===== src/logic/ll_regs_params.svh =====
`ifndef LL_REGS_PARAMS_SVH
`define LL_REGS_PARAMS_SVH

// Register byte addresses.
`define ZONE_UPPER_OFS    32'h40000058
`define ZONE_LOWER_OFS    32'h4000005C
`define FAULT_STATUS_OFS  32'h40000060
`define PROFILE_OFS       32'h40000064
`define CORR_CTRL_OFS     32'h40000070
`define RSEL_CTRL_OFS     32'h40000074
`define POWER_PHASE_OFS   32'h40000080

// Fault status bit positions.
`define BAD_FORMAT_BIT    11
`define NULL_TXPTR_BIT    10
`define RADIO_MEM_BIT     8
`define CHMAP_COUNT_BIT   7
`define FRAME_GAP_BIT     6
`define RX_DECIPHER_BIT   5
`define ALLOW_LIST_BIT    4
`define PREFETCH_BIT      3
`define TX_DESC_BIT       2
`define PKT_MEM_BIT       1
`define TX_ENCIPHER_BIT   0
`define FAULT_MASK        12'hDFF

// Field positions.
`define DC_COMP_BIT       22
`define RSEL_LSB          16
`define RTRIP_LSB         24
`define RX_WARMUP_LSB     16
`define TX_COOLDOWN_LSB   8
`define TX_WARMUP_LSB     0

// Reset values.
`define CORR_FIXED_RST    22'h002102
`define RX_WARMUP_RST     8'hD2
`define TX_COOLDOWN_RST   4'h3
`define TX_WARMUP_RST     8'hD2

`endif


===== src/logic/ll_regs_pkg.sv =====
package ll_regs_pkg;

  // Whole state of the register slice.
  typedef struct packed {
    logic [15:0] zone_upper_bound;
    logic [15:0] zone_lower_bound;
    logic [11:0] link_fault_status;
    logic [31:0] profile_value;
    logic        dc_comp_path_enable;
    logic [4:0]  radio_select_field;
    logic [6:0]  round_trip_delay;
    logic [7:0]  rx_warmup_length;
    logic [3:0]  tx_cooldown_extension;
    logic [7:0]  tx_warmup_length;
    logic [31:0] rd_data;
    logic [31:0] diag_out;
  } regs_s;

endpackage


===== src/logic/ll_core_error_radio_timing_regs.sv =====
// Summary of operation
// [RULE1] Debug zone upper bound: 16-bit read/write, resets to zero.
// [RULE2] Debug zone lower bound: 16-bit read/write, resets to zero.
// [RULE3] Bit 11 flags an invalid control-structure format value.
// [RULE4] Bit 10 flags a null transmit pointer in the control structure.
// [RULE5] Bit 8 flags a late radio controller exchange-memory access.
// [RULE6] Bit 7 flags channel map ones differing from good count at hop start.
// [RULE7] Bit 6 flags an inter-frame space too short for its tasks.
// [RULE8] Bit 5 flags receive decryption unfinished before frame space ends.
// [RULE9] Bit 4 flags allow-list parsing not finished in time.
// [RULE10] Bit 3 flags three consecutive exchange-table entries for prefetch.
// [RULE11] Bit 2 flags a fetched transmit descriptor without completion bit.
// [RULE12] Bit 1 flags a late packet controller exchange-memory access.
// [RULE13] Bit 0 flags transmit encryption unfinished when payload is due.
// [RULE14] A 32-bit profiling word is read/write and copied to diagnostic port.
// [RULE15] Software keeps the DC-compensated correlator path enable at zero.
// [RULE16] Software writes 00011 to the radio select field; it resets to zero.
// [RULE17] Round-trip delay in microseconds lives at bits 30:24.
// [RULE18] Receive warm-up length at bits 23:16, resets to 210 microseconds.
// [RULE19] Transmit cool-down extension at bits 11:8, resets to 3 microseconds.
// [RULE20] Transmit warm-up length at bits 7:0, resets to 210 microseconds.
// [RULE21] With the diagnostic port disabled its outputs are all zero; here they clear one cycle after the enable drops.
// [RULE22] Fault flags stay set until reset; writes ignored; reserved bits zero.
//
// The strobed register port was left to the implementer.
`timescale 1ns/1ps
`include "ll_regs_params.svh"

module ll_core_error_radio_timing_regs
  import ll_regs_pkg::*;
#(
  parameter int CHMAP_W = 37,
  parameter int CHCNT_W = 6
)(
  input  wire logic               core_clk,
  input  wire logic               rst_n,
  input  wire logic [31:0]        reg_addr,
  input  wire logic [31:0]        reg_wdata,
  input  wire logic               reg_wr,
  input  wire logic               reg_rd,
  output logic      [31:0]        reg_rdata,
  input  wire logic               format_invalid_event,
  input  wire logic               tx_ptr_check,
  input  wire logic [15:0]        structure_tx_pointer,
  input  wire logic               radio_memory_late_event,
  input  wire logic               hop_start,
  input  wire logic [CHMAP_W-1:0] structure_channel_map,
  input  wire logic [CHCNT_W-1:0] structure_good_channel_count,
  input  wire logic               frame_gap_underrun_event,
  input  wire logic               rx_decipher_late_event,
  input  wire logic               allow_list_timeout_event,
  input  wire logic               prefetch_overrun_event,
  input  wire logic               descriptor_fetched,
  input  wire logic               tx_complete_bit,
  input  wire logic               packet_memory_late_event,
  input  wire logic               tx_encipher_late_event,
  input  wire logic               diag_port_enable,
  output logic      [31:0]        diag_out,
  output logic      [11:0]        link_fault_status,
  output logic      [15:0]        zone_upper_bound,
  output logic      [15:0]        zone_lower_bound,
  output logic                    dc_comp_path_enable,
  output logic      [4:0]         radio_select_field,
  output logic      [6:0]         round_trip_delay,
  output logic      [7:0]         rx_warmup_length,
  output logic      [3:0]         tx_cooldown_extension,
  output logic      [7:0]         tx_warmup_length
);

  regs_s              state;
  regs_s              next_state;
  logic [CHCNT_W-1:0] map_ones;
  logic [11:0]        fault_hits;

  // Count the channels marked usable; a plain adder chain is fine at this width.
  always_comb
  begin
    map_ones = '0;
    for (int i = 0; i < CHMAP_W; i++)
    begin
      map_ones = map_ones + CHCNT_W'(structure_channel_map[i]);
    end
  end

  // Collect this cycle's fault events into one vector.
  always_comb
  begin
    fault_hits = '0;
    fault_hits[`BAD_FORMAT_BIT]  = format_invalid_event;                        // RULE3
    fault_hits[`NULL_TXPTR_BIT]  = tx_ptr_check && (structure_tx_pointer == '0); // RULE4
    fault_hits[`RADIO_MEM_BIT]   = radio_memory_late_event;                     // RULE5
    fault_hits[`CHMAP_COUNT_BIT] = hop_start && (map_ones != structure_good_channel_count); // RULE6
    fault_hits[`FRAME_GAP_BIT]   = frame_gap_underrun_event;                    // RULE7
    fault_hits[`RX_DECIPHER_BIT] = rx_decipher_late_event;                      // RULE8
    fault_hits[`ALLOW_LIST_BIT]  = allow_list_timeout_event;                    // RULE9
    fault_hits[`PREFETCH_BIT]    = prefetch_overrun_event;                      // RULE10
    fault_hits[`TX_DESC_BIT]     = descriptor_fetched && !tx_complete_bit;      // RULE11
    fault_hits[`PKT_MEM_BIT]     = packet_memory_late_event;                    // RULE12
    fault_hits[`TX_ENCIPHER_BIT] = tx_encipher_late_event;                      // RULE13
  end

  // Next-state logic: register writes, fault capture, read mux and diagnostic copy.
  always_comb
  begin
    next_state = state;
    // Flags only ever accumulate, so no software clear can race an event.
    next_state.link_fault_status = (state.link_fault_status | fault_hits) & `FAULT_MASK; // RULE22
    if (reg_wr)
    begin
      case (reg_addr)
        `ZONE_UPPER_OFS:
        begin
          next_state.zone_upper_bound = reg_wdata[15:0]; // RULE1
        end
        `ZONE_LOWER_OFS:
        begin
          next_state.zone_lower_bound = reg_wdata[15:0]; // RULE2
        end
        `PROFILE_OFS:
        begin
          next_state.profile_value = reg_wdata; // RULE14
        end
        `CORR_CTRL_OFS:
        begin
          next_state.dc_comp_path_enable = reg_wdata[`DC_COMP_BIT];
        end
        `RSEL_CTRL_OFS:
        begin
          next_state.radio_select_field = reg_wdata[`RSEL_LSB +: 5];
        end
        `POWER_PHASE_OFS:
        begin
          next_state.round_trip_delay      = reg_wdata[`RTRIP_LSB +: 7];       // RULE17
          next_state.rx_warmup_length      = reg_wdata[`RX_WARMUP_LSB +: 8];   // RULE18
          next_state.tx_cooldown_extension = reg_wdata[`TX_COOLDOWN_LSB +: 4]; // RULE19
          next_state.tx_warmup_length      = reg_wdata[`TX_WARMUP_LSB +: 8];   // RULE20
        end
        default:
        begin
          // The fault word and unmapped addresses ignore writes.
          next_state.profile_value = state.profile_value; // RULE22
        end
      endcase
    end
    // Read data stands only in the cycle after the strobe; otherwise zero.
    next_state.rd_data = '0;
    if (reg_rd)
    begin
      case (reg_addr)
        `ZONE_UPPER_OFS:
        begin
          next_state.rd_data[15:0] = state.zone_upper_bound;
        end
        `ZONE_LOWER_OFS:
        begin
          next_state.rd_data[15:0] = state.zone_lower_bound;
        end
        `FAULT_STATUS_OFS:
        begin
          next_state.rd_data[11:0] = state.link_fault_status; // RULE22
        end
        `PROFILE_OFS:
        begin
          next_state.rd_data = state.profile_value;
        end
        `CORR_CTRL_OFS:
        begin
          next_state.rd_data[21:0]        = `CORR_FIXED_RST;
          next_state.rd_data[`DC_COMP_BIT] = state.dc_comp_path_enable;
        end
        `RSEL_CTRL_OFS:
        begin
          next_state.rd_data[`RSEL_LSB +: 5] = state.radio_select_field;
        end
        `POWER_PHASE_OFS:
        begin
          next_state.rd_data[`RTRIP_LSB +: 7]       = state.round_trip_delay;
          next_state.rd_data[`RX_WARMUP_LSB +: 8]   = state.rx_warmup_length;
          next_state.rd_data[`TX_COOLDOWN_LSB +: 4] = state.tx_cooldown_extension;
          next_state.rd_data[`TX_WARMUP_LSB +: 8]   = state.tx_warmup_length;
        end
        default:
        begin
          next_state.rd_data = '0;
        end
      endcase
    end
    // The diagnostic copy trails the profiling word by one cycle.
    next_state.diag_out = diag_port_enable ? state.profile_value : '0; // RULE21
  end

  // State register with constant reset values.
  always_ff @(posedge core_clk or negedge rst_n)
  begin
    if (!rst_n)
    begin
      state                       <= '0;
      state.rx_warmup_length      <= `RX_WARMUP_RST;   // RULE18
      state.tx_cooldown_extension <= `TX_COOLDOWN_RST; // RULE19
      state.tx_warmup_length      <= `TX_WARMUP_RST;   // RULE20
    end
    else
    begin
      state <= next_state;
    end
  end

  // Outputs come straight from the state register.
  assign reg_rdata             = state.rd_data;
  assign diag_out              = state.diag_out;
  assign link_fault_status     = state.link_fault_status;
  assign zone_upper_bound      = state.zone_upper_bound;
  assign zone_lower_bound      = state.zone_lower_bound;
  assign dc_comp_path_enable   = state.dc_comp_path_enable;
  assign radio_select_field    = state.radio_select_field;
  assign round_trip_delay      = state.round_trip_delay;
  assign rx_warmup_length      = state.rx_warmup_length;
  assign tx_cooldown_extension = state.tx_cooldown_extension;
  assign tx_warmup_length      = state.tx_warmup_length;
endmodule


===== config.mk =====
export PLATFORM = sky130hd
export DESIGN_NAME = ll_core_error_radio_timing_regs
export DESIGN_NICKNAME = d
export VERILOG_FILES = /design/src/logic/ll_regs_pkg.sv /design/src/logic/ll_core_error_radio_timing_regs.sv
export VERILOG_INCLUDE_DIRS = /design/src /design/src/logic
export SDC_FILE = /design/constraint.sdc
export NUM_CORES = 1
export LEC_CHECK = 0
export ABC_AREA = 1
export ABC_CLOCK_PERIOD_IN_PS = 1100
export BUFFER_PORTS_ARGS = -buffer_cell sky130_fd_sc_hd__buf_2
export CORE_ASPECT_RATIO = 0.7
export CORE_UTILIZATION = 40
export CTS_CLUSTER_DIAMETER = 50
export DETAILED_ROUTE_END_ITERATION = 10
export GPL_TIMING_DRIVEN = 1
export PLACE_DENSITY_LB_ADDON = 0.08
export REMOVE_ABC_BUFFERS = 1
export SLEW_MARGIN = 20
export SYNTH_ARGS = -nofsm -noshare
export SYNTH_HDL_FRONTEND = slang
export SYNTH_SLANG_ARGS = --single-unit

===== constraint.sdc =====
create_clock -name core_clk -period 1.1 [get_ports core_clk]
set_input_delay 0.165 -clock core_clk [delete_from_list [all_inputs] [get_ports core_clk]]
set_output_delay 0.165 -clock core_clk [all_outputs]
set_load 0.005 [all_outputs]

==> impl_metrics.ini, run 1 <==
[power_and_ir_drop]
p_int_w = 0.0131
swShare_pct = 30.2
cellLeakagePower_nw = 7.89
peakVddDrop_mv = 2.16
p_comb_share_pct = 30.9
seqPwrFrac_pct = 33.6
p_switching_w = 0.00569
clkPwrFrac_pct = 35.6
power_density_mw_per_mm2 = 1280

[routing]
drt-initial-drc-count = 372
vias_per_cell = 4.62
wl_met1_mm = 14.4
num_vias = 7952
first_pass_iters = 5
drcViolationCount = 0
wire_per_inst_um = 17.4
wl_met2_mm = 13.2
ant_nets = 0
top_layer = met4
wl_met3_mm = 1.94
wirelength_mm = 29.9

[sta]
finalCritPeriodShare_pct = 378
fin_worst_skew_ps = 9.10
hold_viol = 0
period_minus_slack_ps = 4160
max_freq_mhz = 240
tightest_slew_ps = 760
final-setup-viol-count = 200
maxSlewViolCount = 0
layout_setup_ws_ps = -3060
relSlewSlack_pct = 49.3
rsz0062_at_grt = true
fin_hold_ws_ps = 25.1

[setup_path]
reg2reg_slack_ps = 10
path_cells = buf_2, fa_1, fa_1, inv_2, fa_1, inv_1, fa_1, fa_1, inv_1, fa_1, fa_2, xor2_1, and3_1, nand3_1, o21ai_1, nand2_1
crit_slowest_cell = fa_1
r2r_end = reg_rdata[7]
start_kind = input port
required_ps = 1430
worst-setup-path-type = input port to register
cp-end-kind = register
cpPeakStageDelay_ps = 540
worstPathArrival_ps = 4490
worstPathMaxFanout = 1
r2r-start = zone_upper_bound[7]
r2r_cells = 5
crit_top_cell = fa_1

[yosys]
yosys_warnings = 0
yosys_register_bits = 172
synth_edf_count = 0
synthArstFlopShare_pct = 100
netlist_instances = 1054
syn_area_mm2 = 0.00932
synth_seq_area_share_pct = 46.3
synthFlopType = dfrtp_1
yosysUniqueCellTypes = 40
syn_avg_cell_area_um2 = 8.84

[cells_and_area]
final_cell_mix = buf_2 (247), dfrtp_1 (162), inv_1 (133)
fill_cells = 1884
drive_gt1_share_pct = 57.8
final_common_cell = buf_2
fin_nets = 1572
syn_to_final_growth_pct = 57.3

[global_routing]
antenna_found_initial = 1
grt_pass1_wl_mm = 43.9
track_usage_pct = 25.0
overflow = 0
grt_pass1_vias = 7773
grt_max_degree = 36

[clock_tree]
clk_path_buf_depth = 2
root_buffer = clkbuf_16
cts_max_level = 4
clock_latency_ps = 430
numCtsBuffers = 17
clock_sinks = 172
clkTransAtPathRegs_ps = 70
cts_tree = yes

[flow_run]
cap_viol_max_count = 0

[run_status]
violations = negative setup slack
status = complete, but fails checks

[place]
finalWeightedCongestion = 0.821
place_ws_ps = -3590
io_buffers = 279
place_hpwl_mm = 17.4

[hold_path]
hold-path-endpoint = state[115]
hp-start = reg_wdata[18]
worstHoldPathCells = 3
min_path_type = input port to register

[floorplan]
core-area_mm2 = 0.0227
dieArea_mm2 = 0.0239
initial_core_util_pct = 41.0
fp.dieW_um = 184
pin_count = 281
die_y_um = 130
rows = 46
==> routing by layer <==
layer / up-vias / global-route usage (%)
li1: 3824 / -
met1: 3844 / 36.1
met2: 257 / 37.4
met3: 27 / 6.14
met4: 0 / 6.23
met5: - / 0
==> registers in the layout, summed over array words and instances, names as in the netlist <==
signal	flops
reg_rdata	32
tx_warmup_length	8
round_trip_delay	7
state	32
tx_cooldown_extension	4
diag_out	32
rx_warmup_length	8
dc_comp_path_enable	1
link_fault_status	11
zone_upper_bound	16
zone_lower_bound	16
radio_select_field	5
==> power by group through the flow <==
stage          Sequential, W  Clock, W  Combinational (W)
2_1_floorplan        0.00644         0            0.00363
3_3_place_gp         0.00644         0            0.00510
3_5_place_dp         0.00644         0            0.00521
4_1_cts              0.00632   0.00680            0.00544
5_1_grt              0.00632   0.00704            0.00658
6_report             0.00632   0.00670            0.00581
==> cells by family (layout without fill, tap and decap cells) <==
logic type / after synthesis / after routing / synth area share [%]
fa+ha+maj: 35 / 35 / 6.95
compound gates: 109 / 109 / 7.05
flops: 172 / 172 / 46.3
xor+xnor: 6 / 6 / 0.564
other cells: 1 / 2 / 0.0402
simple gates: 412 / 415 / 19.7
buf+inv: 319 / 672 / 19.4
==> layout make-up <==
class / instances / area [um2] / area share, %
diodes: 1 / 2.50 / 0.0171
clock buffers: 23 / 488 / 3.33
clock inverters: 9 / 159 / 1.08
inverters: 144 / 576 / 3.92
multi-input cells: 566 / 4520 / 30.8
flip-flops and latches: 172 / 4320 / 29.4
well taps: 312 / 390 / 2.66
repair buffers: 495 / 4200 / 28.6
repair inverters: 1 / 16.3 / 0.111
==> worst max-delay path by stage <==
| stage | from | endpoint | slack, ps | cells after the start |
|---|---|---|---|---|
| floorplan | structure_channel_map[5] | link_fault_status[7] | -3320 | 20 |
| global placement | structure_channel_map[11] | link_fault_status[7] | -3550 | 21 |
| detailed placement | structure_channel_map[11] | link_fault_status[7] | -3590 | 21 |
| CTS | structure_channel_map[11] | link_fault_status[7] | -3040 | 16 |
| global route | structure_channel_map[17] | link_fault_status[7] | -3200 | 19 |
| finish | structure_channel_map[17] | link_fault_status[7] | -3060 | 16 |
==> through the flow <==
| stage | util [%] | TNS, ps | cells | power, W | instance area [um2] |
|---|---|---|---|---|---|
| floorplan | - | -77970 | 879 | 0.0101 | 8060 |
| global placement | 46.2 | -77040 | 1532 | 0.0115 | 10500 |
| detailed placement | 46.2 | -78400 | 1532 | 0.0117 | 10500 |
| CTS | 59.6 | -19460 | 1705 | 0.0186 | 13600 |
| global route | 64.5 | -33530 | 1722 | 0.0199 | 14700 |
| finish | 64.5 | -22520 | 1723 | 0.0188 | 14700 |
==> synth_stat cells, types with 7 or more instances <==
| library cell | instances | area share [%] |
|---|---|---|
| clkbuf_1 | 11 | 0.44 |
| or2_2 | 9 | 0.60 |
| buf_2 | 12 | 0.64 |
| nor2_1 | 53 | 2.1 |
| o21ai_1 | 55 | 3.0 |
| inv_1 | 138 | 5.6 |
| nand2_1 | 243 | 9.8 |
| nand2_2 | 7 | 0.47 |
| buf_4 | 145 | 12 |
| nand3_1 | 74 | 4.0 |
| dfrtp_1 | 162 | 43 |
| fa_1 | 28 | 6.0 |
| dfstp_2 | 10 | 2.8 |
| ha_1 | 7 | 0.94 |
| o21ai_2 | 27 | 2.5 |
| o21ai_0 | 17 | 0.91 |
==> worst max-delay path, delay by kind of cell <==
kind	cells	cell delay [ps]
buffers and inverters	4	250
adders and majority gates	7	3510
AOI/OAI and AO/OA	1	120
and+or+nand+nor	3	300
xor gates and xnor gates	1	130
==> what timing repair did <==
item | in CTS | in global routing
resized for setup | 258 | 226
endpoints found under the setup margin | 234 | 268
hold buffers | 23 | 0
pin swaps | 50 | 62
buffers inserted | 101 | 18
cloned | 23 | 5
hold endpoints to repair | 188 | 0
No activity file was read; power rests on OpenSTA's default activity.
==> run 2: changes to the inputs <==
Settings changed: BUFFER_PORTS_ARGS -buffer_cell sky130_fd_sc_hd__buf_2 to unset, DONT_BUFFER_PORTS set to 1.
==> impl_metrics.ini, run 2 (synthesis results as in run 1) <==
[run_status]
status = complete, but fails checks
violations = negative hold slack, negative setup slack

[clock_tree]
clk_path_buf_depth = 2
root_buffer = clkbuf_16
clkTransAtPathRegs_ps = 70
numCtsBuffers = 17
clock_sinks = 172
cts_max_level = 4
clock_latency_ps = 440
cts_tree = yes

[global_routing]
grt_pass1_wl_mm = 35.6
track_usage_pct = 20.1
antenna_found_initial = 2
grt_max_degree = 173
grt_pass1_vias = 6113
overflow = 0

[sta]
relSlewSlack_pct = 39.1
layout_setup_ws_ps = -3000
tightest_slew_ps = 912
final-setup-viol-count = 13
fin_hold_ws_ps = -574
finalCritPeriodShare_pct = 373
hold_viol = 172
rsz0062_at_grt = true
period_minus_slack_ps = 4100
fin_worst_skew_ps = 8.98
max_freq_mhz = 244
fin_tns_setup_ps = -3630
maxSlewViolCount = 0

[setup_path]
required_ps = 1430
worstPathMaxFanout = 3
worst-setup-path-type = input port to register
worstPathArrival_ps = 4430
crit_top_cell = fa_1
path_cells = fa_1, inv_1, fa_1, fa_1, fa_1, fa_1, fa_1, inv_1, ha_1, nand2_1, nand2_2, nand3_1, nand2_1, buf_4, nand3b_1, nand3_1, o21ai_2, nand2_1
cp-end-kind = register
cpPeakStageDelay_ps = 590
crit_slowest_cell = fa_1
start_kind = input port

[power_and_ir_drop]
clkPwrFrac_pct = 32.8
p_comb_share_pct = 31.3
cellLeakagePower_nw = 5.57
p_int_w = 0.0123
swShare_pct = 30.2
peakVddDrop_mv = 1.31
p_switching_w = 0.00531
power_density_mw_per_mm2 = 1630
seqPwrFrac_pct = 35.9

[floorplan]
die_y_um = 130
dieArea_mm2 = 0.0239
initial_core_util_pct = 41.0
fp.dieW_um = 184
rows = 46
pin_count = 281
core-area_mm2 = 0.0227

[hold_path]
min_path_type = input port to async pin

[routing]
wire_per_inst_um = 19.1
num_vias = 6441
vias_per_cell = 4.74
wirelength_mm = 25.9
ant_nets = 0
drcViolationCount = 0
first_pass_iters = 5
drt-initial-drc-count = 395

[place]
io_buffers = 0
place_hpwl_mm = 15.7
finalWeightedCongestion = 0.797

[cells_and_area]
syn_to_final_growth_pct = 16.0
fin_util_pct = 47.6
final_common_cell = nand2_1
fin_nets = 1209
drive_gt1_share_pct = 21.3
final_cell_mix = nand2_1 (226), dfrtp_1 (162), inv_1 (136)

[flow_run]
cap_viol_max_count = 0
==> run 2: cell types whose count changed in the layout (fill, tap and decap cells not counted), moves of 39 or more <==
cell / previous run / this run
buf_6: 65 / 12
dlygate4sd3_1: 23 / 62
buf_2: 247 / 0
buf_4: 106 / 34
o21ai_2: 78 / 28
nand2_1: 131 / 226
nand2_4: 67 / 6
==> run 2: final timing paths <==
check                                     startpoint  slack (ps)                       end  depth (start not counted)
min reg2reg                               state[124]         490              diag_out[27]                          2
min                                            rst_n        -570              diag_out[14]                          0
max                        structure_channel_map[11]       -3000      link_fault_status[7]                         18
max in group asynchronous                      rst_n        1240  tx_cooldown_extension[0]                          0
max reg2reg                     link_fault_status[7]          80              reg_rdata[7]                          5
min in group core_clk                         reg_wr          20       zone_lower_bound[1]                          3
==> run 2: repair_timing <==
item	CTS	global route
resized for setup	7	79
endpoints found under the hold margin	327	173
pin swaps	2	39
buffers inserted	3	13
hold buffers	63	1
endpoints found under the setup margin	84	121
gates cloned	0	12
==> run 2: through the flow <==
stage | cell area (um2) | setup WS [ps] | total power, W | cells
4_1_cts | 10200 | -3030 | 0.0175 | 1334
6_report | 10800 | -3000 | 0.0176 | 1359
3_5_place_dp | 8970 | -3510 | 0.0112 | 1237
5_1_grt | 10800 | -3220 | 0.0186 | 1359
2_1_floorplan | 8060 | -3320 | 0.0101 | 879
3_3_place_gp | 8970 | -3460 | 0.0111 | 1237
==> run 2: power groups by stage <==
stage	combinational, W	clock, W	sequential [W]
after floorplan	0.00363	0	0.00644
after global placement	0.00468	0	0.00644
after detailed placement	0.00475	0	0.00644
after CTS	0.00526	0.00594	0.00633
after global routing	0.00614	0.00618	0.00632
final	0.00550	0.00577	0.00633
==> run 2: layout make-up <==
| type | count | area, um2 |
|---|---|---|
| fill | 2162 | 11900 |
| sequential | 172 | 4320 |
| multi-input combinational | 564 | 3420 |
| timing repair buffer | 135 | 1570 |
| inverter | 144 | 561 |
| clock buffer | 24 | 482 |
| tap | 312 | 390 |
| clock inverter | 7 | 66.3 |
| antenna | 1 | 2.50 |
==> run 2: worst max-delay path: cells and delay by family <==
family	cells	cell delay, ps
compound gates	1	110
simple gates	7	570
fa+ha+maj	7	3350
buf+inv	3	240
==> run 2: metal layers <==
metal  global-route usage [%]  part of all wire, %
met1                     27.6                   48
met2                     29.5                   42
met3                     7.56                  8.6
met4                     5.20                  1.3
met5                        0                    0
==> run 3: changes to the inputs <==
Settings changed: ABC_CLOCK_PERIOD_IN_PS 1100 to 3900, PLACE_DENSITY_LB_ADDON 0.08 to unset.
Clock period 1.1 ns to 3.9 ns, I/O delays scaled along.
==> impl_metrics.ini, run 3 (synthesis results as in run 1) <==
[run_status]
status = complete, but fails checks
violations = negative hold slack, negative setup slack

[sta]
layout_setup_ws_ps = -562
final-setup-viol-count = 1
max_freq_mhz = 224
tightest_slew_ps = 884
maxSlewViolCount = 0
rsz0062_at_grt = true
relSlewSlack_pct = 41.0
period_minus_slack_ps = 4460
hold_viol = 162
fin_worst_skew_ps = 7.94
fin_hold_ws_ps = -154
finalCritPeriodShare_pct = 114

[power_and_ir_drop]
p_int_w = 0.00337
p_comb_share_pct = 28.2
clkPwrFrac_pct = 35.0
power_density_mw_per_mm2 = 533
swShare_pct = 30.4
seqPwrFrac_pct = 36.9
cellLeakagePower_nw = 4.74
p_switching_w = 0.00147
peakVddDrop_mv = 0.433

[place]
io_buffers = 0
dp.cells = 1196
postPlaceCellArea_mm2 = 0.00849
finalWeightedCongestion = 0.753
place_hpwl_mm = 14.9
place_ws_ps = -1110

[global_routing]
met1_usage_pct = 26.4
grt_use_met3_pct = 7.54
grt_max_degree = 173
grt_pass1_wl_mm = 33.8
grt_pass1_vias = 5732
grt_use_met2_pct = 28.1
track_usage_pct = 19.2
overflow = 0
grt_busiest_layer = met2
antenna_found_initial = 1

[setup_path]
start_kind = input port
cp-end-kind = register
worstPathArrival_ps = 4780
worst-setup-path-type = input port to register
required_ps = 4220
worstPathMaxFanout = 1

[cells_and_area]
fin_cells = 1229
final_cell_mix = nand2_1 (242), dfrtp_1 (162), inv_1 (137)
drive_gt1_share_pct = 12.3
syn_to_final_growth_pct = -2.58
fin_nets = 1078
final_common_cell = nand2_1
final_area_mm2 = 0.00908

[clock_tree]
cts_tree = yes
cts_max_level = 4
cts_setup_buffers = 0
clk_path_buf_depth = 2
clock_sinks = 172
clkTransAtPathRegs_ps = 70
clock_latency_ps = 430
root_buffer = clkbuf_16
numCtsBuffers = 17

[routing]
ant_nets = 0
first_pass_iters = 4
wire_per_inst_um = 18.0
vias_per_cell = 4.79
drcViolationCount = 0
drt-initial-drc-count = 335
wirelength_mm = 22.1
num_vias = 5887

[hold_path]
min_path_type = input port to async pin

[flow_run]
cap_viol_max_count = 0

[floorplan]
dieArea_mm2 = 0.0239
pin_count = 281
initial_core_util_pct = 41.0
fp.dieW_um = 184
core-area_mm2 = 0.0227
die_y_um = 130
rows = 46
-- run 3: cell types whose count changed in the layout (fill, tap and decap cells not counted), moves of 13 or more --
cell | before | now
buf_4 | 34 | 5
buf_12 | 16 | 0
nand2_1 | 226 | 242
nand2_2 | 20 | 7
nor2_1 | 35 | 53
dlygate4sd3_1 | 62 | 0
-- run 3: power by group through the flow --
stage                     Combinational [W]  Clock [W]  Sequential, W
after global routing                0.00155    0.00180        0.00178
after CTS                           0.00137    0.00172        0.00178
final                               0.00136    0.00169        0.00178
after global placement              0.00127          0        0.00182
after floorplan                     0.00103          0        0.00182
after detailed placement            0.00134          0        0.00182
-- run 3: timing repair --
| action | CTS | global route |
|---|---|---|
| resized for setup | 3 | 1 |
| pin swaps | 4 | 0 |
| endpoints found under the hold margin | 166 | 165 |
| endpoints found under the setup margin | 1 | 1 |
| cloned | 0 | 0 |
-- run 3: area by class of cell --
type | instances | area (um2)
antenna | 1 | 2.50
multi-input combinational | 563 | 3210
sequential | 172 | 4320
inverter | 144 | 546
timing repair buffer | 5 | 37.5
fill | 2265 | 13700
clock buffer | 21 | 470
clock inverter | 11 | 110
tap | 312 | 390
-- run 3: routing by layer --
metal,up-vias,wire length [um]
met2,204,9750
met1,2858,10100
met5,-,0
li1,2802,-
met3,23,2030
met4,0,293
-- run 3: metrics by stage --
step | hold slack [ps] | power [W] | util, % | setup TNS, ps
after floorplan | 289 | 0.00284 | - | -945
final | -154 | 0.00484 | 39.9 | -562
after global routing | -192 | 0.00514 | 39.9 | -712
after detailed placement | 293 | 0.00316 | 37.3 | -1110
after CTS | -176 | 0.00487 | 39.9 | -538
after global placement | 293 | 0.00309 | 37.3 | -1040
-- run 3: final timing paths --
kind	startpoint	cells after the start	to	slack, ps
worst max-delay path	structure_channel_map[29]	15	link_fault_status[7]	-560
worst min-delay path	rst_n	0	diag_out[19]	-150
worst max register to register	link_fault_status[7]	4	reg_rdata[7]	2910
worst min register to register	state[115]	2	diag_out[18]	490
max in group asynchronous	rst_n	0	tx_warmup_length[6]	3660
min in group core_clk	tx_complete_bit	1	link_fault_status[2]	260
-- run 3: critical path, cell delays in order --
cell	delay, ps
fa_1	520
inv_1	50
fa_1	560
fa_1	460
fa_1	490
inv_1	50
fa_1	470
inv_1	50
fa_1	450
fa_2	540
xor2_1	130
and3_1	180
nand3_1	90
o21ai_1	120
nand2_1	50
